$ cat src/adcpk_cfg.svh
`ifndef ADCPK_CFG_SVH
`define ADCPK_CFG_SVH
// Summary of operation
// - Dropped-sample flag is read-only, set on a lost sample, cleared by reading it.
// - Width code 0 gives 8-bit samples, lowest four bits dropped; code 2 reserved.
// - Width code 1 gives 16-bit samples, low nibble zero, upper byte first.
// - Width code 3 gives 32-bit words, twenty zero bits below, MSB first.
// - Eight-bit field sets samples per packet before closing and reopening.
// - Packet length zero keeps packet open until a control register access or a sample for another destination.
// - Calibration bit converts the internal 0.8 V reference instead of the input.
// - Global enable bit makes per-input control registers ignore writes.
// - Six trigger pulses after enable calibrate and send no packet data.
// - From the seventh pulse on, each pulse delivers a sample to its endpoint.
// - Reset: 16-bit width, length one, calibration off, disabled, dropped flag one.
// - Each trigger rising edge converts the next enabled input in rotation.
// - Per-input word bits 31:8 give destination node and endpoint.
// - Per-input bit 0 enables the input in the rotation.
// - Raw conversion results are twelve bits before formatting.

////////////////////////////////////////////////////////////////////////////////
`define ADCPK_OFF_GEN    8'h20
`define ADCPK_GEN_EN     0
`define ADCPK_GEN_CAL    1
`define ADCPK_LEN_LO     8
`define ADCPK_LEN_HI     15
`define ADCPK_WID_LO     16
`define ADCPK_WID_HI     17
`define ADCPK_DROP       24
`define ADCPK_IN_EN      0
`define ADCPK_DEST_LO    8
`define ADCPK_DEST_HI    31
`define ADCPK_RST_WID    2'h1
`define ADCPK_RST_LEN    8'h01
`define ADCPK_RST_DROP   1'b1
`define ADCPK_W8         2'h0
`define ADCPK_W32        2'h3
`define ADCPK_NB8        3'h1
`define ADCPK_NB16       3'h2
`define ADCPK_NB32       3'h4
`define ADCPK_CAL_PULSES 3'h6
`define ADCPK_END_TOKEN  8'h01
`endif

$ cat src/adcpk_pkg.sv
package adcpk_pkg;
  typedef enum logic [1:0] {
    ADCPK_IDLE,
    ADCPK_DATA,
    ADCPK_END
  } adcpk_state_t;
endpackage

$ cat src/adcpk_top.sv
`timescale 1ns/100ps
`include "adcpk_cfg.svh"
module adcpk_top #(
  parameter int NUM_IN = 4,
  parameter int DW     = 12
) (
  input  wire logic          sys_clk,
  input  wire logic          arst_n,
  input  wire logic          reg_sel,
  input  wire logic          reg_wr,
  input  wire logic [7:0]    reg_addr,
  input  wire logic [31:0]   reg_wdata,
  output logic      [31:0]   reg_rdata,
  output logic               reg_ack,
  input  wire logic          trig,
  output logic               conv_start,
  output logic [$clog2(NUM_IN)-1:0] conv_chan,
  output logic               conv_cal,
  input  wire logic          conv_done,
  input  wire logic [DW-1:0] conv_data,
  output logic               tx_valid,
  output logic               tx_ctl,
  output logic      [7:0]    tx_data,
  output logic      [23:0]   tx_dest,
  input  wire logic          tx_ready
);
  localparam int IW = $clog2(NUM_IN);
  localparam logic [7:0] IN_SPAN = 8'(NUM_IN * 4);

  ////////////////////////////////////////////////////////////////////////////
  // Register file
  logic [NUM_IN-1:0] in_en, next_in_en;
  logic [23:0]       in_dest [NUM_IN];
  logic [23:0]       next_in_dest [NUM_IN];
  logic              en, next_en, cal, next_cal, drop, next_drop;
  logic [7:0]        len, next_len;
  logic [1:0]        wid, next_wid;
  logic [31:0]       next_rdata;
  logic              next_ack, drop_evt, ctl_access;
  logic [IW-1:0]     ridx;

  always_comb begin
    next_in_en   = in_en;
    next_in_dest = in_dest;
    next_en      = en;
    next_cal     = cal;
    next_len     = len;
    next_wid     = wid;
    next_drop    = drop;
    next_rdata   = 32'h0;
    next_ack     = reg_sel;
    ctl_access   = 1'b0;
    ridx         = reg_addr[IW+1:2];
    if (reg_sel && reg_addr == `ADCPK_OFF_GEN) begin
      ctl_access = 1'b1;
      if (reg_wr) begin
        next_en  = reg_wdata[`ADCPK_GEN_EN];
        next_cal = reg_wdata[`ADCPK_GEN_CAL];
        next_len = reg_wdata[`ADCPK_LEN_HI:`ADCPK_LEN_LO];
        next_wid = reg_wdata[`ADCPK_WID_HI:`ADCPK_WID_LO];
      end else begin
        next_rdata[`ADCPK_DROP]                  = drop;
        next_rdata[`ADCPK_WID_HI:`ADCPK_WID_LO]  = wid;
        next_rdata[`ADCPK_LEN_HI:`ADCPK_LEN_LO]  = len;
        next_rdata[`ADCPK_GEN_CAL]               = cal;
        next_rdata[`ADCPK_GEN_EN]                = en;
        next_drop = 1'b0;
      end
    end else if (reg_sel && reg_addr < IN_SPAN && reg_addr[1:0] == 2'h0) begin
      ctl_access = 1'b1;
      if (reg_wr) begin
        if (!en) begin
          next_in_en[ridx]   = reg_wdata[`ADCPK_IN_EN];
          next_in_dest[ridx] = reg_wdata[`ADCPK_DEST_HI:`ADCPK_DEST_LO];
        end
      end else begin
        next_rdata[`ADCPK_DEST_HI:`ADCPK_DEST_LO] = in_dest[ridx];
        next_rdata[`ADCPK_IN_EN]                  = in_en[ridx];
      end
    end
    if (drop_evt) begin
      next_drop = 1'b1;
    end
  end

  always_ff @(posedge sys_clk or negedge arst_n) begin
    if (!arst_n) begin
      in_en     <= '0;
      in_dest   <= '{default: 24'h0};
      en        <= 1'b0;
      cal       <= 1'b0;
      len       <= `ADCPK_RST_LEN;
      wid       <= `ADCPK_RST_WID;
      drop      <= `ADCPK_RST_DROP;
      reg_rdata <= 32'h0;
      reg_ack   <= 1'b0;
    end else begin
      in_en     <= next_in_en;
      in_dest   <= next_in_dest;
      en        <= next_en;
      cal       <= next_cal;
      len       <= next_len;
      wid       <= next_wid;
      drop      <= next_drop;
      reg_rdata <= next_rdata;
      reg_ack   <= next_ack;
    end
  end

  ////////////////////////////////////////////////////////////////////////////
  // Trigger and conversion sequencing
  logic          trig_s1, trig_s2, trig_s3;
  logic          busy, next_busy, next_start, discard, next_discard;
  logic [IW-1:0] last, next_last, next_chan;
  logic [2:0]    cal_cnt, next_cal_cnt;
  logic [23:0]   cdest, next_cdest;
  logic [IW:0]   pick;

  function automatic logic [IW:0] adcpk_pick(input logic [NUM_IN-1:0] ens,
                                              input logic [IW-1:0]     from);
    logic [IW:0]   res;
    logic [IW-1:0] k;
    res = '0;
    for (int i = NUM_IN; i >= 1; i--) begin
      k = IW'((int'(from) + i) % NUM_IN);
      if (ens[k]) begin
        res = {1'b1, k};
      end
    end
    return res;
  endfunction

  always_comb begin
    next_busy    = busy;
    next_start   = 1'b0;
    next_discard = discard;
    next_last    = last;
    next_chan    = conv_chan;
    next_cal_cnt = cal_cnt;
    next_cdest   = cdest;
    pick         = adcpk_pick(in_en, last);
    if (conv_done) begin
      next_busy = 1'b0;
    end
    if (!en) begin
      next_cal_cnt = 3'h0;
    end else if (trig_s2 && !trig_s3 && !busy) begin
      if (cal_cnt < `ADCPK_CAL_PULSES) begin
        next_cal_cnt = cal_cnt + 3'h1;
        next_start   = 1'b1;
        next_busy    = 1'b1;
        next_discard = 1'b1;
      end else if (pick[IW]) begin
        next_start   = 1'b1;
        next_busy    = 1'b1;
        next_discard = 1'b0;
        next_chan    = pick[IW-1:0];
        next_last    = pick[IW-1:0];
        next_cdest   = in_dest[pick[IW-1:0]];
      end
    end
  end

  always_ff @(posedge sys_clk or negedge arst_n) begin
    if (!arst_n) begin
      trig_s1    <= 1'b0;
      trig_s2    <= 1'b0;
      trig_s3    <= 1'b0;
      busy       <= 1'b0;
      conv_start <= 1'b0;
      conv_chan  <= '0;
      conv_cal   <= 1'b0;
      discard    <= 1'b0;
      last       <= IW'(NUM_IN - 1);
      cal_cnt    <= 3'h0;
      cdest      <= 24'h0;
    end else begin
      trig_s1    <= trig;
      trig_s2    <= trig_s1;
      trig_s3    <= trig_s2;
      busy       <= next_busy;
      conv_start <= next_start;
      conv_chan  <= next_chan;
      conv_cal   <= cal;
      discard    <= next_discard;
      last       <= next_last;
      cal_cnt    <= next_cal_cnt;
      cdest      <= next_cdest;
    end
  end

  ////////////////////////////////////////////////////////////////////////////
  // Sample holder and packet output
  adcpk_pkg::adcpk_state_t st, next_st;
  logic        hold_full, next_hold_full, pkt_open, next_pkt_open;
  logic        close_req, next_close_req, freed;
  logic        next_tx_valid, next_tx_ctl;
  logic [7:0]  next_tx_data, pkt_cnt, next_pkt_cnt;
  logic [23:0] hold_dest, next_hold_dest, next_tx_dest;
  logic [31:0] hold_sh, next_hold_sh;
  logic [2:0]  hold_n, next_hold_n;

  always_comb begin
    next_st        = st;
    next_hold_full = hold_full;
    next_hold_sh   = hold_sh;
    next_hold_n    = hold_n;
    next_hold_dest = hold_dest;
    next_pkt_open  = pkt_open;
    next_pkt_cnt   = pkt_cnt;
    next_close_req = close_req | (ctl_access & pkt_open);
    next_tx_valid  = tx_valid;
    next_tx_ctl    = tx_ctl;
    next_tx_data   = tx_data;
    next_tx_dest   = tx_dest;
    freed          = 1'b0;
    drop_evt       = 1'b0;
    case (st)
      adcpk_pkg::ADCPK_IDLE: begin
        if (close_req && pkt_open) begin
          next_st       = adcpk_pkg::ADCPK_END;
          next_tx_valid = 1'b1;
          next_tx_ctl   = 1'b1;
          next_tx_data  = `ADCPK_END_TOKEN;
        end else if (hold_full && pkt_open && hold_dest != tx_dest) begin
          next_st       = adcpk_pkg::ADCPK_END;
          next_tx_valid = 1'b1;
          next_tx_ctl   = 1'b1;
          next_tx_data  = `ADCPK_END_TOKEN;
        end else if (hold_full) begin
          next_st        = adcpk_pkg::ADCPK_DATA;
          next_pkt_open  = 1'b1;
          next_tx_valid  = 1'b1;
          next_tx_ctl    = 1'b0;
          next_tx_data   = hold_sh[31:24];
          next_tx_dest   = hold_dest;
        end
      end
      adcpk_pkg::ADCPK_DATA: begin
        if (tx_ready) begin
          next_hold_sh = {hold_sh[23:0], 8'h00};
          next_hold_n  = hold_n - 3'h1;
          next_tx_data = hold_sh[23:16];
          if (hold_n == 3'h1) begin
            freed          = 1'b1;
            next_hold_full = 1'b0;
            next_tx_valid  = 1'b0;
            next_pkt_cnt   = pkt_cnt + 8'h01;
            next_st        = adcpk_pkg::ADCPK_IDLE;
            if (len != 8'h00 && pkt_cnt + 8'h01 == len) begin
              next_st       = adcpk_pkg::ADCPK_END;
              next_tx_valid = 1'b1;
              next_tx_ctl   = 1'b1;
              next_tx_data  = `ADCPK_END_TOKEN;
            end
          end
        end
      end
      adcpk_pkg::ADCPK_END: begin
        if (tx_ready) begin
          next_tx_valid  = 1'b0;
          next_tx_ctl    = 1'b0;
          next_pkt_open  = 1'b0;
          next_pkt_cnt   = 8'h00;
          next_close_req = 1'b0;
          next_st        = adcpk_pkg::ADCPK_IDLE;
        end
      end
      default: next_st = adcpk_pkg::ADCPK_IDLE;
    endcase
    if (conv_done && busy && !discard) begin
      if (hold_full && !freed) begin
        drop_evt = 1'b1;
      end else begin
        next_hold_full = 1'b1;
        next_hold_dest = cdest;
        next_hold_sh   = {conv_data, 20'h0};
        if (wid == `ADCPK_W8) begin
          next_hold_n = `ADCPK_NB8;
        end else if (wid == `ADCPK_W32) begin
          next_hold_n = `ADCPK_NB32;
        end else begin
          next_hold_n = `ADCPK_NB16;
        end
      end
    end
  end

  always_ff @(posedge sys_clk or negedge arst_n) begin
    if (!arst_n) begin
      st        <= adcpk_pkg::ADCPK_IDLE;
      hold_full <= 1'b0;
      hold_sh   <= 32'h0;
      hold_n    <= 3'h0;
      hold_dest <= 24'h0;
      pkt_open  <= 1'b0;
      pkt_cnt   <= 8'h00;
      close_req <= 1'b0;
      tx_valid  <= 1'b0;
      tx_ctl    <= 1'b0;
      tx_data   <= 8'h00;
      tx_dest   <= 24'h0;
    end else begin
      st        <= next_st;
      hold_full <= next_hold_full;
      hold_sh   <= next_hold_sh;
      hold_n    <= next_hold_n;
      hold_dest <= next_hold_dest;
      pkt_open  <= next_pkt_open;
      pkt_cnt   <= next_pkt_cnt;
      close_req <= next_close_req;
      tx_valid  <= next_tx_valid;
      tx_ctl    <= next_tx_ctl;
      tx_data   <= next_tx_data;
      tx_dest   <= next_tx_dest;
    end
  end
endmodule

$ cat config.mk
export PLATFORM = sky130hd
export DESIGN_NAME = adcpk_top
export DESIGN_NICKNAME = d
export VERILOG_FILES = /design/src/adcpk_pkg.sv /design/src/adcpk_top.sv
export VERILOG_INCLUDE_DIRS = /design/src
export SDC_FILE = /design/constraint.sdc
export NUM_CORES = 1
export LEC_CHECK = 0
export BUFFER_PORTS_ARGS = -buffer_cell sky130_fd_sc_hd__buf_2
export CAP_MARGIN = 20
export CORE_MARGIN = 3
export CORE_UTILIZATION = 45
export CTS_CLUSTER_DIAMETER = 100
export CTS_CLUSTER_SIZE = 8
export DETAILED_ROUTE_END_ITERATION = 8
export GPL_ROUTABILITY_DRIVEN = 0
export PLACE_DENSITY = 0.74
export SYNTH_ARGS = -nofsm -noshare
export SYNTH_HDL_FRONTEND = slang
export SYNTH_SLANG_ARGS = --single-unit
export TNS_END_PERCENT = 1
$ cat constraint.sdc
create_clock -name sys_clk -period 2.1 [get_ports sys_clk]
set_input_delay 0.21 -clock sys_clk [delete_from_list [all_inputs] [get_ports sys_clk]]
set_output_delay 0.21 -clock sys_clk [all_outputs]
set_load 0.02 [all_outputs]
==> After elaboration in Yosys (flattened, before gate mapping) <==
Index checks and enable logic that the tools add are counted.
{ "totals": {"regBits": 284, "latchBits": 0, "ramBits": 0, "mem_bits_ro": 0, "inputBits": 59, "wordCells": 240, "memories": 0} }
{ "classes": {"n_addsub": 7, "multipliers": 0, "div": 0, "magnitude_cmp": 11, "n_eq_ne": 18, "n_shift": 0, "n_mux": 117, "bitwise": 10, "n_reduce_logical": 42} }
{ "ops": {"columns": ["operator", "count"], "rows": [
  ["$mux 24", 7],
  ["$mux 32", 4],
  ["$bmux 24 s2", 2],
  ["$bwmux 96", 1],
  ["$mux 8", 9],
  ["$mux 1", 55],
  ["$demux 24 s2", 1],
  ["$mux 3", 13],
  ["$pmux 8 s2", 2],
  ["$ne 24x24->1", 1],
  ["$mux 10", 2],
  ["$reduce_and 4->1", 5],
  ["$mux 2", 8],
  ["$lt 2x3->1 const B", 5],
  ["$logic_and 1x1->1", 14],
  ["$ne 2x2->1 const B", 7],
  ["$bmux 1 s2", 5],
  ["$reduce_and 5->1", 2],
  ["$reduce_bool 2->1", 5],
  ["$add 8x1->8 const B", 1],
  ["$eq 8x6->1 const B", 1],
  ["$eq 8x8->1", 1],
  ["$lt 8x5->1 const B", 1],
  ["$reduce_and 2->1", 4],
  ["other kinds (30)", 49]
]} }

==> Longest topological paths before layout <==
Gate-level depths: netlist of the first run.
{ "depth": {"depth_word": 11, "mapped_depth": 10, "ltp_nobuf": 8} }

==> Worst setup path after synthesis of the first run <==
Ideal clock, no wire load.
{ "synth_path": {"path_type": "register to register", "startpoint": "register tx_dest[15]", "endpoint": "register tx_dest[14]", "setup_time_ns": 0.125, "arrival_time_ns": 2.153, "required_time_ns": 1.975, "setup_slack_ns": -0.178, "stages_incl_launch_ff": 9, "period_less_slack_ns": 2.278, "cell_sequence": "dfrtp_1 -> xor2_1 -> nor4_1 -> nand4_1 -> o31ai_2 -> and3_1 -> buf_4 -> buf_6 -> mux2_2"} }
{ "synth_via": {"elab_chain_len": 4} }
{ "synth_lines": {"columns": ["item", "line", "rtl"], "rows": [
  ["from (decl)", "adcpk_top.sv:24", "output logic [23:0] tx_dest,"],
  ["from (signal assigned)", "adcpk_top.sv:315", "tx_dest <= next_tx_dest;"],
  ["$ne 24x24->1", "adcpk_top.sv:225", "end else if (hold_full && pkt_open && hold_dest != tx_dest) begin"],
  ["$logic_and 1x1->1", "adcpk_top.sv:225", null],
  ["$not 1->1 (no line)", null, null],
  ["$reduce_and 4->1 (no line)", null, null]
]} }
No other way between the ends.
A chain may end at the register's enable or synchronous reset.

==> Worst setup path after layout of the first run <==
{ "layout_path": {"startpoint": "register tx_dest[21]", "endpoint": "register tx_dest[12]"} }
Same word-level chain as after synthesis.

==> summary by stage, run 1 <==
Power
Total power for the finished layout comes to approximately 0.014 W. The ratio of total power to cell area is ~840 nW/um2. The peak supply drop is between 500 and 600 uV. For this design the static power due to leakage is roughly 8.5 nW.

Global routing
The residual overflow from global routing is 0. The initial antenna violation count is 1. The global routing usage on met1 is between 20% and 30%.

The global-route wire length before repair is 51.1 mm. The all-layer global routing usage is approximately a fifth. Global routing used between 30% and 40% of the available met2 tracks. The global-route track usage on met3 is under 10%. The maximum number of pins on one net before global-route repair is around 60. The number of global-route vias before repair was between 9000 and 10000.

met2 is the most crowded layer.

Floorplan
The total number of placement rows is 62. The die span in x is 178 um. The die outline height is 178 um. 130 I/O pins were placed. The die area is ~32000 um2. The placeable core region is 28900 um2. The initial standard-cell utilization of the core is between 40 and 50%.

STA
The worst pin sits at a relative slew slack of around three fifths. Setup repair after global routing could not meet its margin everywhere. The shortest clock period the worst path allows after layout is between 2 and 2.5 ns. For the final database, setup skew stands at approximately 0.017 ns.

The count of pins over their slew limit was 0. The post-route clock period utilization is 107%. At the pin with the least slew margin, the transition time is ~0.60 ns.

Timing would allow up to roughly 440 MHz. The final number of hold-violating endpoints is 0. The worst hold margin is 0.0146 ns. Setup violations remaining at the end of the flow were counted as 33.

Across all setup checks in the final design, the least slack found is -0.155 ns.

Yosys
The cell type contributing the most total cell area after synthesis is sky130_fd_sc_hd__dfrtp_1. The main flop type after synthesis is sky130_fd_sc_hd__dfrtp_1. The number of enable flip-flop cells after synthesis is 0. The fraction of synthesized cell area taken by the top area cell type is between 50% and 60%. The number of distinct library cells after synthesis is 56.

The summed instance area of the synthesized netlist is 13300 um2. For this run, the number of Yosys warnings is 0. The share of the Yosys chip area taken by registers is between 50% and 60%. The average size of a mapped cell is about 13 um2.

Counting flops and latches in the post-synthesis netlist gives 284. By area the synthesized netlist is led by sky130_fd_sc_hd__dfrtp_1 53%, sky130_fd_sc_hd__mux2_2 8.2%, sky130_fd_sc_hd__mux2_4 6.8%. The cell count after synthesis is about 1000. For this run, asynchronously set or reset flops after synthesis account for 100%.

Outcome
The final reports fail on negative setup slack. The flow ran to the end, but the final reports show violations.

Place
The post-detailed-placement half-perimeter wirelength is approximately 21 mm. The post-placement setup slack is -0.232 ns. The number of input and output port buffers inserted is roughly 120. Once placement completed, the tool counted placed cells totaling between 1500 and 2000.

Critical path
In this design, the stage delay of the slowest critical-path cell is a little over 0.4 ns. The cell type group with the largest total delay on the critical path is simple AND/OR/NAND/NOR gates. The slowest stage of the critical path belongs to the cell sky130_fd_sc_hd__dfrtp_2. The critical path class is flip-flop to flip-flop. Counting both buffers and inverters, the worst setup path holds a total of 1. Walking the worst path, the cells encountered are xor2_1, nor4_2, nand4_1, o31ai_4, and3_4, buf_12, mux2_1. In this run the worst path has a maximum fanout of 14.

STA puts the critical path data arrival time at ~2.7 ns. The category of the worst setup path launch point is a flip-flop. At the worst endpoint, the required time is ~2.5 ns. The setup slack on the worst flop-to-flop path is -0.15 ns.

The worst setup path is captured at a flip-flop. The critical path starts at tx_dest[21]. The critical path ends at tx_dest[12]. The number of cells on the worst reg-to-reg path is 7.

The startpoint identified for the worst register-to-register timing path is tx_dest[21]. The capture point of the worst reg-to-reg path is tx_dest[12]. The number of gates on the worst path with buffers counted is 7.

Route
Across all layers, the routed design uses between 8000 and 9000 vias. The detailed router's first-iteration violation count is approximately 640. The remaining number of nets flagged by the antenna check after routing is 0. Dividing the detail-routed via count by the number of cells gives around 5.3. The iteration count of the initial detailed-routing pass is 5. Dividing the detail-routed wire length by the instance count gives ~19 um. In the routed design, unresolved DRC markers number 0. The final layout contains routed wiring with a total length of approximately 32 mm.

Clock tree
The CTS H-tree depth is 2. Clock tree synthesis inserted a total of a little over 40 buffers. TritonCTS built the clock tree. The master cell of the clock root buffer is sky130_fd_sc_hd__clkbuf_16. For this design, the sink count on the clock tree is 284. For the worst-skew pair, the clock arrives at the later sink with an insertion delay of between 0.5 and 0.6 ns.

The longest clock path from root to sink contains 3 buffers. Clock-pin slew was measured on the worst setup and hold paths at about 0.050 ns.

Final layout
At the end of the flow, the number of nets in the layout was ~1300. The top cell types in the final layout, fill and taps aside, are 264 x sky130_fd_sc_hd__dfrtp_1, 145 x sky130_fd_sc_hd__nand2_1, 116 x sky130_fd_sc_hd__buf_2, 86 x sky130_fd_sc_hd__mux2_2, 82 x sky130_fd_sc_hd__buf_4. Of the cells placed in the final design, the portion with a size suffix greater than 1 is between 30% and 40%. The finished layout holds between 1500 and 2000 standard cells, fillers aside. Relative to the synthesized area, the layout overhead comes to 26.7%. For this run, the share of the core covered by cells in the final layout is between 50% and 60%.

The leading cell type in the layout, fill and taps excluded is sky130_fd_sc_hd__dfrtp_1.

Run
The number of maximum-capacitance violations is 0.

Worst hold path
In this run the most critical hold path is launched from reg_wdata[13]. The tightest min-delay check is of the input pin to flip-flop type.
-- worst min path at each step --
stage	depth (start not counted)	slack, ns	end
CTS	3	0.0003	hold_sh[29]
global route	2	0.008	in_dest[5]
detailed placement	1	0.19	tx_data[6]
finish	2	0.01	in_dest[5]
global placement	1	0.19	tx_data[6]
floorplan	0	-0.09	busy
-- metal layers --
layer	vias up	share of wire [%]	routed length [um]
met1	4546	43	13600
li1	4103	-	-
met5	-	0	0
met4	0	2.2	714
met2	250	50	15800
met3	56	5.3	1670
-- cells in the mapped netlist (all sizes together), types with 2 or more instances --
| master | count |
|---|---|
| nand3b | 5 |
| nor2b | 12 |
| mux2 | 167 |
| and3 | 12 |
| ha | 10 |
| a31oi | 14 |
| nor2 | 29 |
| nand3 | 4 |
| dfstp | 5 |
| mux4 | 25 |
| mux2i | 73 |
| or3 | 2 |
| o21ai | 21 |
| a22o | 13 |
| and2 | 17 |
| xnor2 | 12 |
| dfrtp | 279 |
| nand2b | 4 |
| o31ai | 3 |
| nand4 | 2 |
| inv | 16 |
| xor2 | 29 |
| a21boi | 5 |
| nor3 | 3 |
| nand2 | 147 |
| buf | 36 |
| o211ai | 2 |
| a21oi | 19 |
| clkbuf | 25 |
| o22ai | 3 |
| a221o | 7 |
| nor4 | 11 |
-- stage by stage --
stage	TNS, ns	area, um2
floorplan	-1.76	13400
global placement	-11.80	15100
detailed placement	-15.35	15100
CTS	-2.81	16700
global route	-7.19	16800
finish	-3.27	16800
-- sequential cells by signal, summed over array words and instances (netlist names), 3 cells and up --
name       flops
cal_cnt        3
cdest         24
hold_dest     24
hold_n         3
hold_sh       32
in_dest       96
in_en          4
len            8
pkt_cnt        8
reg_rdata     26
tx_data        8
tx_dest       24
-- timing repair --
item                       CTS  global route
hold endpoints to repair   160             3
setup endpoints to repair   77           103
pin swaps                    6             3
resized for setup           13             6
gates cloned                 0             0
setup buffers                0             1
hold buffers                39             1
-- where the power goes --
group	leakage, nW	switching (W)	internal (W)
sequential	3.88	0.000198	0.00573
combinational	4.10	0.00123	0.000994
clock	0.563	0.00239	0.00363
total	8.55	0.00382	0.0104
-- cell families after synthesis --
| logic type | count (synthesis) | share of synthesized area (%) |
|---|---|---|
| mux | 265 | 25.6 |
| xor+xnor | 41 | 2.71 |
| fa+ha+maj | 10 | 0.944 |
| compound gates | 93 | 4.68 |
| simple gates | 253 | 9.17 |
| other cells | 1 | 0.0283 |
| flops | 284 | 53.7 |
| buf+inv | 77 | 3.16 |
-- area by class of cell --
type / count / area (um2)
fillers: 2316 / 12100
flip-flops and latches: 284 / 7130
multi-input cells: 668 / 5890
repair buffers: 261 / 2040
clock buffers: 63 / 1110
well taps: 384 / 480
clock inverters: 4 / 71.3
inverters: 16 / 60.1
diodes: 2 / 5.00
No activity file was read; power rests on OpenSTA's default activity.
==> run 2, diff against run 1 <==
--- a/config.mk
+++ b/config.mk
@@ -14,7 +14,7 @@
 export CTS_CLUSTER_SIZE = 8
 export DETAILED_ROUTE_END_ITERATION = 8
 export GPL_ROUTABILITY_DRIVEN = 0
-export PLACE_DENSITY = 0.74
+export PLACE_DENSITY = 0.71
 export SYNTH_ARGS = -nofsm -noshare
 export SYNTH_HDL_FRONTEND = slang
 export SYNTH_SLANG_ARGS = --single-unit
==> constraint.sdc (replaced) <==
create_clock -name sys_clk -period 2.12 [get_ports sys_clk]
set_input_delay 0.212 -clock sys_clk [delete_from_list [all_inputs] [get_ports sys_clk]]
set_output_delay 0.212 -clock sys_clk [all_outputs]
set_load 0.02 [all_outputs]
==> run 2 against run 1 <==
Compared with the run above: the run still ends with negative setup slack left; via count down 1.8%; clock skew up 0.0016 ns; sequential power down 1%; hold slack better by 0.012 ns; register-to-register slack better by 0.06 ns; first-iteration DRC count down 13%; setup slack better by 0.056 ns; power down 0.29%; count of clock-buffer cells in the layout up 2.
==> summary by stage, run 2 (synthesis results as in run 1) <==
Floorplan
The die outline height is 178 um (unchanged). The initial standard-cell utilization of the core was 45.9% (unchanged). The die span in x came to 178 um (unchanged). The total number of placement rows is 62 (unchanged). The die area was 31600 um2 (unchanged). The placeable core region was 28900 um2 (unchanged). The boundary pin count is 130 (unchanged).

Route
The via count normalized by instance count came to 5.23 (was 5.32). The remaining number of nets flagged by the antenna check after routing came to 0 (unchanged). The post-detailed-route wirelength per cell is 18.5 um (was 18.9 um).

The detailed router's first-iteration violation count is 558 (was 642). The total number of vias is 8798 (was 8955). The DRC violation count after routing is 0 (unchanged). The wire length reported by the detailed router was 31.1 mm (was 31.8 mm). The iteration count of the initial detailed-routing pass is 5 (unchanged).

Power
The static power due to leakage came to 8.55 nW (about the same). The peak supply drop came to 490 uV (was 533 uV). The ratio of total power to cell area is 840 nW/um2 (was 844 nW/um2).

STA
The count of pins over their slew limit is 0 (unchanged). The post-route clock period utilization came to 105% (was 107%). The measured slew at the worst slew-check pin came to 0.660 ns (was 0.598 ns). The worst hold margin came to 0.0264 ns (was 0.0146 ns). Unrepaired setup endpoints after global routing: true (unchanged). The worst setup margin came to -0.0993 ns (was -0.155 ns). The final number of hold-violating endpoints was 0 (unchanged).

The shortest clock period the worst path allows after layout came to 2.22 ns (was 2.25 ns). The number of setup violations in the final report was 24 (was 33). The normalized max-slew margin is 55.7% (was 59.8%). The setup TNS was -1.46 ns (was -3.27 ns). The worst clock skew was 0.0185 ns (was 0.0169 ns).

The maximum clock frequency is 451 MHz (was 443 MHz).

Worst hold path
The depth of the worst hold-timing path is 3 (was 2). The capture endpoint of the worst hold path is hold_sh[25] (was in_dest[5]). The startpoint of the worst hold path is conv_data[5] (was reg_wdata[13]). The class of the worst hold path was input pin to flip-flop (unchanged).

Critical path
The cell type group with the largest total delay on the critical path is simple AND/OR/NAND/NOR gates (unchanged). The setup slack on the worst flop-to-flop path came to -0.1 ns (was -0.15 ns). Cell chain of the critical path: xor2_1, nor4_2, nand4_1, o31ai_4, and3_4, buf_12, mux2_2 (was xor2_1, nor4_2, nand4_1, o31ai_4, and3_4, buf_12, mux2_1).

The worst setup path startpoint is tx_dest[17] (was tx_dest[21]). The required time at the endpoint of the critical path came to 2.52 ns (was 2.51 ns). The worst reg2reg path depth was 7 (unchanged).

The worst-path cell with the longest stage delay was sky130_fd_sc_hd__dfrtp_2 (unchanged). The sum of buffers and inverters on the critical path came to 1 (unchanged). The capture point of the worst reg-to-reg path is tx_dest[0] (was tx_dest[12]). The critical path class is flip-flop to flip-flop (unchanged). The sort of element at the end of the critical path is a flip-flop (unchanged).

The biggest fanout along the worst timing path is 14 (unchanged). The number of gates on the worst path with buffers counted is 7 (unchanged). The arrival time of data at the critical path endpoint is 2.62 ns (was 2.66 ns).

The largest stage delay on the critical path is 0.40 ns (was 0.41 ns). The category of the worst setup path launch point is a flip-flop (unchanged). The worst flop-to-flop path startpoint is tx_dest[17] (was tx_dest[21]).

Final layout
The leading cell type in the layout, fill and taps excluded is sky130_fd_sc_hd__dfrtp_1 (unchanged). The register ranked first by flip-flop count is in_dest (unchanged). The flip-flop count of the largest register, all copies and words added is 96 (unchanged).

The number of nets at the end of the flow is 1340 (was 1341). Top library cells by usage in the layout, fill and taps aside: 264 x sky130_fd_sc_hd__dfrtp_1, 145 x sky130_fd_sc_hd__nand2_1, 116 x sky130_fd_sc_hd__buf_2, 84 x sky130_fd_sc_hd__mux2_2, 82 x sky130_fd_sc_hd__mux2_4 (was 264 x sky130_fd_sc_hd__dfrtp_1, 145 x sky130_fd_sc_hd__nand2_1, 116 x sky130_fd_sc_hd__buf_2, 86 x sky130_fd_sc_hd__mux2_2, 82 x sky130_fd_sc_hd__buf_4). The number of standard cells in the final layout excluding fillers is 1682 (unchanged). The area overhead of the layout relative to synthesis is 26.9% (was 26.7%). The fraction of final layout cells sized beyond drive strength 1 is 38.6% (was 38.2%). Largest registers: in_dest x96, hold_sh x32, reg_rdata x26 (unchanged). The core occupancy in the finished layout is 58.3% (was 58.2%).

Global routing
The most heavily used metal layer in global routing is met2 (unchanged). The initial antenna violation count came to 1 (unchanged). The global-route met2 utilization came to 32.9% (was 33.2%).

The residual overflow from global routing is 0 (unchanged). The maximum number of pins on one net before global-route repair is 61 (unchanged). The global-route track usage on met3 is 3.55% (was 3.51%). The all-layer global routing usage is 20.1% (was 20.4%). The global-route wire length before repair is 50.5 mm (was 51.1 mm). The global routing usage on met1 is 28.0% (was 27.8%). The number of global-route vias before repair was 9299 (was 9402).

Clock tree
The number of sinks on the clock net is 284 (unchanged). The master cell of the clock root buffer is sky130_fd_sc_hd__clkbuf_16 (unchanged). The clock slew seen by the registers of the worst setup and hold paths came to 0.05 ns (about the same). The clock latency on the worst-skew pair came to 0.53 ns (was 0.54 ns). The clock tree from TritonCTS is done (unchanged).

The total CTS buffers was 41 (unchanged). The CTS H-tree depth came to 2 (unchanged). The maximum buffer depth of the clock tree is 3 (unchanged).

Place
The post-detailed-placement half-perimeter wirelength was 20.6 mm (was 20.9 mm). The cell total after placement was 1573 (was 1572). The number of input and output port buffers inserted was 117 (unchanged).

The post-placement setup slack is -0.245 ns (was -0.232 ns).

Outcome
Violations in the final reports: negative setup slack (unchanged). Result of the run: complete, but fails checks (unchanged).

Run
The number of maximum-capacitance violations is 0 (unchanged).
-- run 2: changes by cell type in the layout (fill, tap and decap cells not counted), moves of 2 or more --
| cell | delta |
|---|---|
| sky130_fd_sc_hd__mux2_4 | +5 |
| sky130_fd_sc_hd__mux2_1 | -3 |
| sky130_fd_sc_hd__clkbuf_1 | +2 |
| sky130_fd_sc_hd__dlygate4sd3_1 | -2 |
| sky130_fd_sc_hd__mux2_2 | -2 |
-- run 2: timing repair --
item                                   4_1_cts  5_1_grt
resized for setup                           15       12
pin swaps                                    3        9
endpoints found under the hold margin      254        0
setup buffers                                1        0
setup endpoints to repair                   34      112
hold buffers                                38        0
-- run 2: power by group --
part / switching (W) / leakage, nW / internal (W)
Sequential: 0.000183 / 3.88 / 0.00568
Clock: 0.00232 / 0.566 / 0.00371
Combinational: 0.00124 / 4.10 / 0.00101
Total: 0.00374 / 8.55 / 0.0104
-- run 2: area by class of cell --
type,count,area (um2)
diodes,1,2.50
clock buffers,65,1120
clock inverters,4,71.3
fillers,2319,12000
inverters,16,60.1
multi-input cells,668,5920
flip-flops and latches,284,7130
well taps,384,480
repair buffers,260,2050
-- run 2: routing by layer --
layer	routed length, um	part of all wire (%)	vias to the layer above
met4	621	2.0	0
met2	14900	48	197
met5	0	0	-
met1	14200	46	4443
li1	-	-	4111
met3	1390	4.5	47
-- run 2: per-stage QoR --
stage          cell area (um2)  power (W)
2_1_floorplan            13400    0.00721
3_3_place_gp             15100    0.00803
3_5_place_dp             15100    0.00809
4_1_cts                  16800     0.0143
5_1_grt                  16800     0.0148
6_report                 16800     0.0141
-- run 2: how the worst max path moves through the flow --
stage / to / slack, ns
3_5_place_dp: tx_dest[0] / -0.25
2_1_floorplan: tx_dest[14] / -0.05
3_3_place_gp: tx_dest[3] / -0.23
5_1_grt: tx_dest[0] / -0.23
6_report: tx_dest[0] / -0.1
4_1_cts: tx_dest[0] / -0.14
-- run 2: worst reg2reg max path, stage by stage, from the launching register on --
cell                      delay (ns)
sky130_fd_sc_hd__dfrtp_2        0.40
sky130_fd_sc_hd__xor2_1         0.17
sky130_fd_sc_hd__nor4_2         0.30
sky130_fd_sc_hd__nand4_1        0.22
sky130_fd_sc_hd__o31ai_4        0.24
sky130_fd_sc_hd__and3_4         0.26
sky130_fd_sc_hd__buf_12         0.17
sky130_fd_sc_hd__mux2_2         0.34
==> run 3, diff against run 2 <==
--- a/config.mk
+++ b/config.mk
@@ -9,12 +9,12 @@
 export BUFFER_PORTS_ARGS = -buffer_cell sky130_fd_sc_hd__buf_2
 export CAP_MARGIN = 20
 export CORE_MARGIN = 3
-export CORE_UTILIZATION = 45
+export CORE_UTILIZATION = 40
 export CTS_CLUSTER_DIAMETER = 100
 export CTS_CLUSTER_SIZE = 8
 export DETAILED_ROUTE_END_ITERATION = 8
 export GPL_ROUTABILITY_DRIVEN = 0
-export PLACE_DENSITY = 0.71
+export PLACE_DENSITY = 0.66
 export SYNTH_ARGS = -nofsm -noshare
 export SYNTH_HDL_FRONTEND = slang
 export SYNTH_SLANG_ARGS = --single-unit
==> run 3 against run 2 <==
Compared with the run above: the run still ends with negative setup slack left; routed wire length rose by 0.64%; via count fell by 1.5%; sequential share of layout area rose by 0.11 points; die area rose by 12%; flip-flop and latch count did not move; clock power barely moved; design area fell by 0.27%; register-to-register slack got worse by 0.03 ns; first-iteration DRC count fell by 27%; core utilization fell by 6.9 points; largest cell class unchanged; final cell count rose by 2.6%; hold slack got worse by 0.014 ns.
==> summary by stage, run 3 (synthesis results as in run 1) <==
Floorplan
The die outline height is 188 um (was 178 um). The die area came to 35400 um2 (was 31600 um2). The die span in x is 188 um (was 178 um). The boundary pin count was 130 (unchanged). The placeable core region is 32600 um2 (was 28900 um2).

The total number of placement rows is 66 (was 62). The initial standard-cell utilization of the core is 40.6% (was 45.9%).

Global routing
The maximum number of pins on one net before global-route repair is 67 (was 61). The all-layer global routing usage was 18.0% (was 20.1%). The global-route wire length before repair is 51.4 mm (was 50.5 mm). The number of global-route vias before repair was 9196 (was 9299).

The residual overflow from global routing came to 0 (unchanged). The initial antenna violation count is 1 (unchanged).

Power
The switching part of the total was 26.3% (was 26.5%). The part of the power in combinational logic is 15.8% (was 15.9%). The overall power is 0.0141 W (about the same). The total net switching power is 0.00372 W (was 0.00374 W). The ratio of total power to cell area is 841 nW/um2 (was 840 nW/um2). The cell-internal power is 0.0104 W (about the same). The clock share of power is 42.7% (was 42.6%).

The part of the total power dissipated in sequential elements was 41.5% (about the same). The peak supply drop is 542 uV (was 490 uV). The static power due to leakage is 8.50 nW (was 8.55 nW).

Final layout
The flip-flop count of the largest register, all copies and words added is 96 (unchanged). The number of nets at the end of the flow is 1335 (was 1340). The area overhead of the layout relative to synthesis was 26.6% (was 26.9%).

The leading cell type in the layout, fill and taps excluded is sky130_fd_sc_hd__dfrtp_1 (unchanged). The post-route standard cell area excluding fillers came to 16800 um2 (about the same). The core occupancy in the finished layout came to 51.5% (was 58.3%). Largest registers: in_dest x96, hold_sh x32, reg_rdata x26 (unchanged).

The number of fill cells in the layout came to 2838 (was 2319). Top library cells by usage in the layout, fill and taps aside: 264 x sky130_fd_sc_hd__dfrtp_1, 145 x sky130_fd_sc_hd__nand2_1, 116 x sky130_fd_sc_hd__buf_2, 83 x sky130_fd_sc_hd__mux2_2, 80 x sky130_fd_sc_hd__mux2_4 (was 264 x sky130_fd_sc_hd__dfrtp_1, 145 x sky130_fd_sc_hd__nand2_1, 116 x sky130_fd_sc_hd__buf_2, 84 x sky130_fd_sc_hd__mux2_2, 82 x sky130_fd_sc_hd__mux2_4). The register ranked first by flip-flop count is in_dest (unchanged). The fraction of final layout cells sized beyond drive strength 1 is 38.1% (was 38.6%).

The number of standard cells in the final layout excluding fillers was 1725 (was 1682).

STA
The normalized max-slew margin is 62.2% (was 55.7%). Unrepaired setup endpoints after global routing: true (unchanged). The number of setup violations in the final report is 32 (was 24). The shortest clock period the worst path allows after layout is 2.24 ns (was 2.22 ns). The post-route clock period utilization is 106% (was 105%).

The worst clock skew was 0.0280 ns (was 0.0185 ns). The maximum clock frequency came to 446 MHz (was 451 MHz). The count of pins over their slew limit is 0 (unchanged).

The final number of hold-violating endpoints is 0 (unchanged). The worst setup margin was -0.124 ns (was -0.0993 ns). The measured slew at the worst slew-check pin is 0.567 ns (was 0.660 ns).

Outcome
Violations in the final reports: negative setup slack (unchanged). Result of the run: complete, but fails checks (unchanged).

Place
The post-detailed-placement half-perimeter wirelength is 20.6 mm (about the same). The instance area at placement is 15100 um2 (about the same). The number of input and output port buffers inserted was 117 (unchanged). The cell total after placement is 1625 (was 1573). The post-placement setup slack is -0.253 ns (was -0.245 ns).

Clock tree
The clock latency on the worst-skew pair was 0.53 ns (about the same). The number of post-CTS setup repair buffers is 0 (was 1). The number of sinks on the clock net came to 284 (unchanged). The clock tree from TritonCTS is done (unchanged).

The CTS H-tree depth is 2 (unchanged). The clock slew seen by the registers of the worst setup and hold paths is 0.05 ns (about the same). The total CTS buffers was 41 (unchanged).

The master cell of the clock root buffer is sky130_fd_sc_hd__clkbuf_16 (unchanged). The maximum buffer depth of the clock tree is 3 (unchanged).

Route
The remaining number of nets flagged by the antenna check after routing came to 0 (unchanged). The DRC violation count after routing is 0 (unchanged). The wire length reported by the detailed router is 31.3 mm (was 31.1 mm).

The total number of vias came to 8668 (was 8798). The post-detailed-route wirelength per cell is 18.2 um (was 18.5 um). The iteration count of the initial detailed-routing pass came to 4 (was 5). The detailed router's first-iteration violation count is 406 (was 558).

The via count normalized by instance count is 5.02 (was 5.23).

Worst hold path
The class of the worst hold path is input pin to flip-flop (unchanged).

Critical path
The critical path class is flip-flop to flip-flop (unchanged). The required time at the endpoint of the critical path is 2.51 ns (was 2.52 ns). The sort of element at the end of the critical path is a flip-flop (unchanged). The category of the worst setup path launch point is a flip-flop (unchanged). The arrival time of data at the critical path endpoint is 2.64 ns (was 2.62 ns). The biggest fanout along the worst timing path was 12 (was 14).

Run
The number of maximum-capacitance violations is 0 (unchanged).
run 3: timing repair:
item / CTS / global route
hold buffers: 40 / 0
pin swaps: 3 / 1
cloned: 0 / 0
endpoints found under the hold margin: 177 / 0
setup endpoints to repair: 33 / 118
resized for setup: 18 / 9
run 3: worst max-delay path, cell delays in order, from the launching register on:
cell and delay, ns:
sky130_fd_sc_hd__dfrtp_1 0.39, sky130_fd_sc_hd__xor2_1 0.17, sky130_fd_sc_hd__nor4_2 0.34, sky130_fd_sc_hd__nand4_1 0.24
sky130_fd_sc_hd__o31ai_4 0.25, sky130_fd_sc_hd__and3_4 0.26, sky130_fd_sc_hd__buf_12 0.16, sky130_fd_sc_hd__mux2_1 0.32
run 3: power groups by stage:
stage               registers (W)  clock network [W]  logic [W]
floorplan                 0.00599                  0    0.00123
global placement          0.00593                  0    0.00208
detailed placement        0.00595                  0    0.00211
CTS                       0.00586            0.00618    0.00223
global route              0.00589            0.00643    0.00245
finish                    0.00586            0.00603    0.00223
run 3: final cells by class:
| class | count | area (um2) | area share [%] |
|---|---|---|---|
| inverters | 16 | 60.1 | 0.358 |
| repair buffers | 255 | 1970 | 11.7 |
| multi-input cells | 668 | 5900 | 35.1 |
| clock inverters | 3 | 66.3 | 0.395 |
| diodes | 1 | 2.50 | 0.0149 |
| flip-flops and latches | 284 | 7130 | 42.5 |
| well taps | 442 | 553 | 3.30 |
| clock buffers | 56 | 1100 | 6.58 |
run 3: stage by stage:
stage	hold WS [ns]	setup TNS [ns]
2_1_floorplan	-0.0836	-1.22
3_3_place_gp	0.217	-11.72
3_5_place_dp	0.216	-12.85
4_1_cts	0.00402	-3.19
5_1_grt	0.0313	-9.04
6_report	0.0124	-2.71
run 3: routing by layer:
metal	vias to the layer above	wire (um)	track usage, %
li1	4092	-	-
met1	4369	14600	25.2
met2	167	15000	29.5
met3	40	1280	3.05
met4	0	471	3.95
met5	-	0	0
run 3: worst paths after layout:
path	start	endpoint	slack, ns	depth (start not counted)
max	hold_dest[14]	tx_dest[12]	-0.12	7
min	conv_data[7]	hold_sh[27]	0.01	3
max reg2reg	hold_dest[14]	tx_dest[12]	-0.12	7
min reg2reg	trig_s1	trig_s2	0.34	0
max in group asynchronous	arst_n	last[0]	1.09	3
min in group asynchronous	arst_n	hold_sh[6]	0.26	2
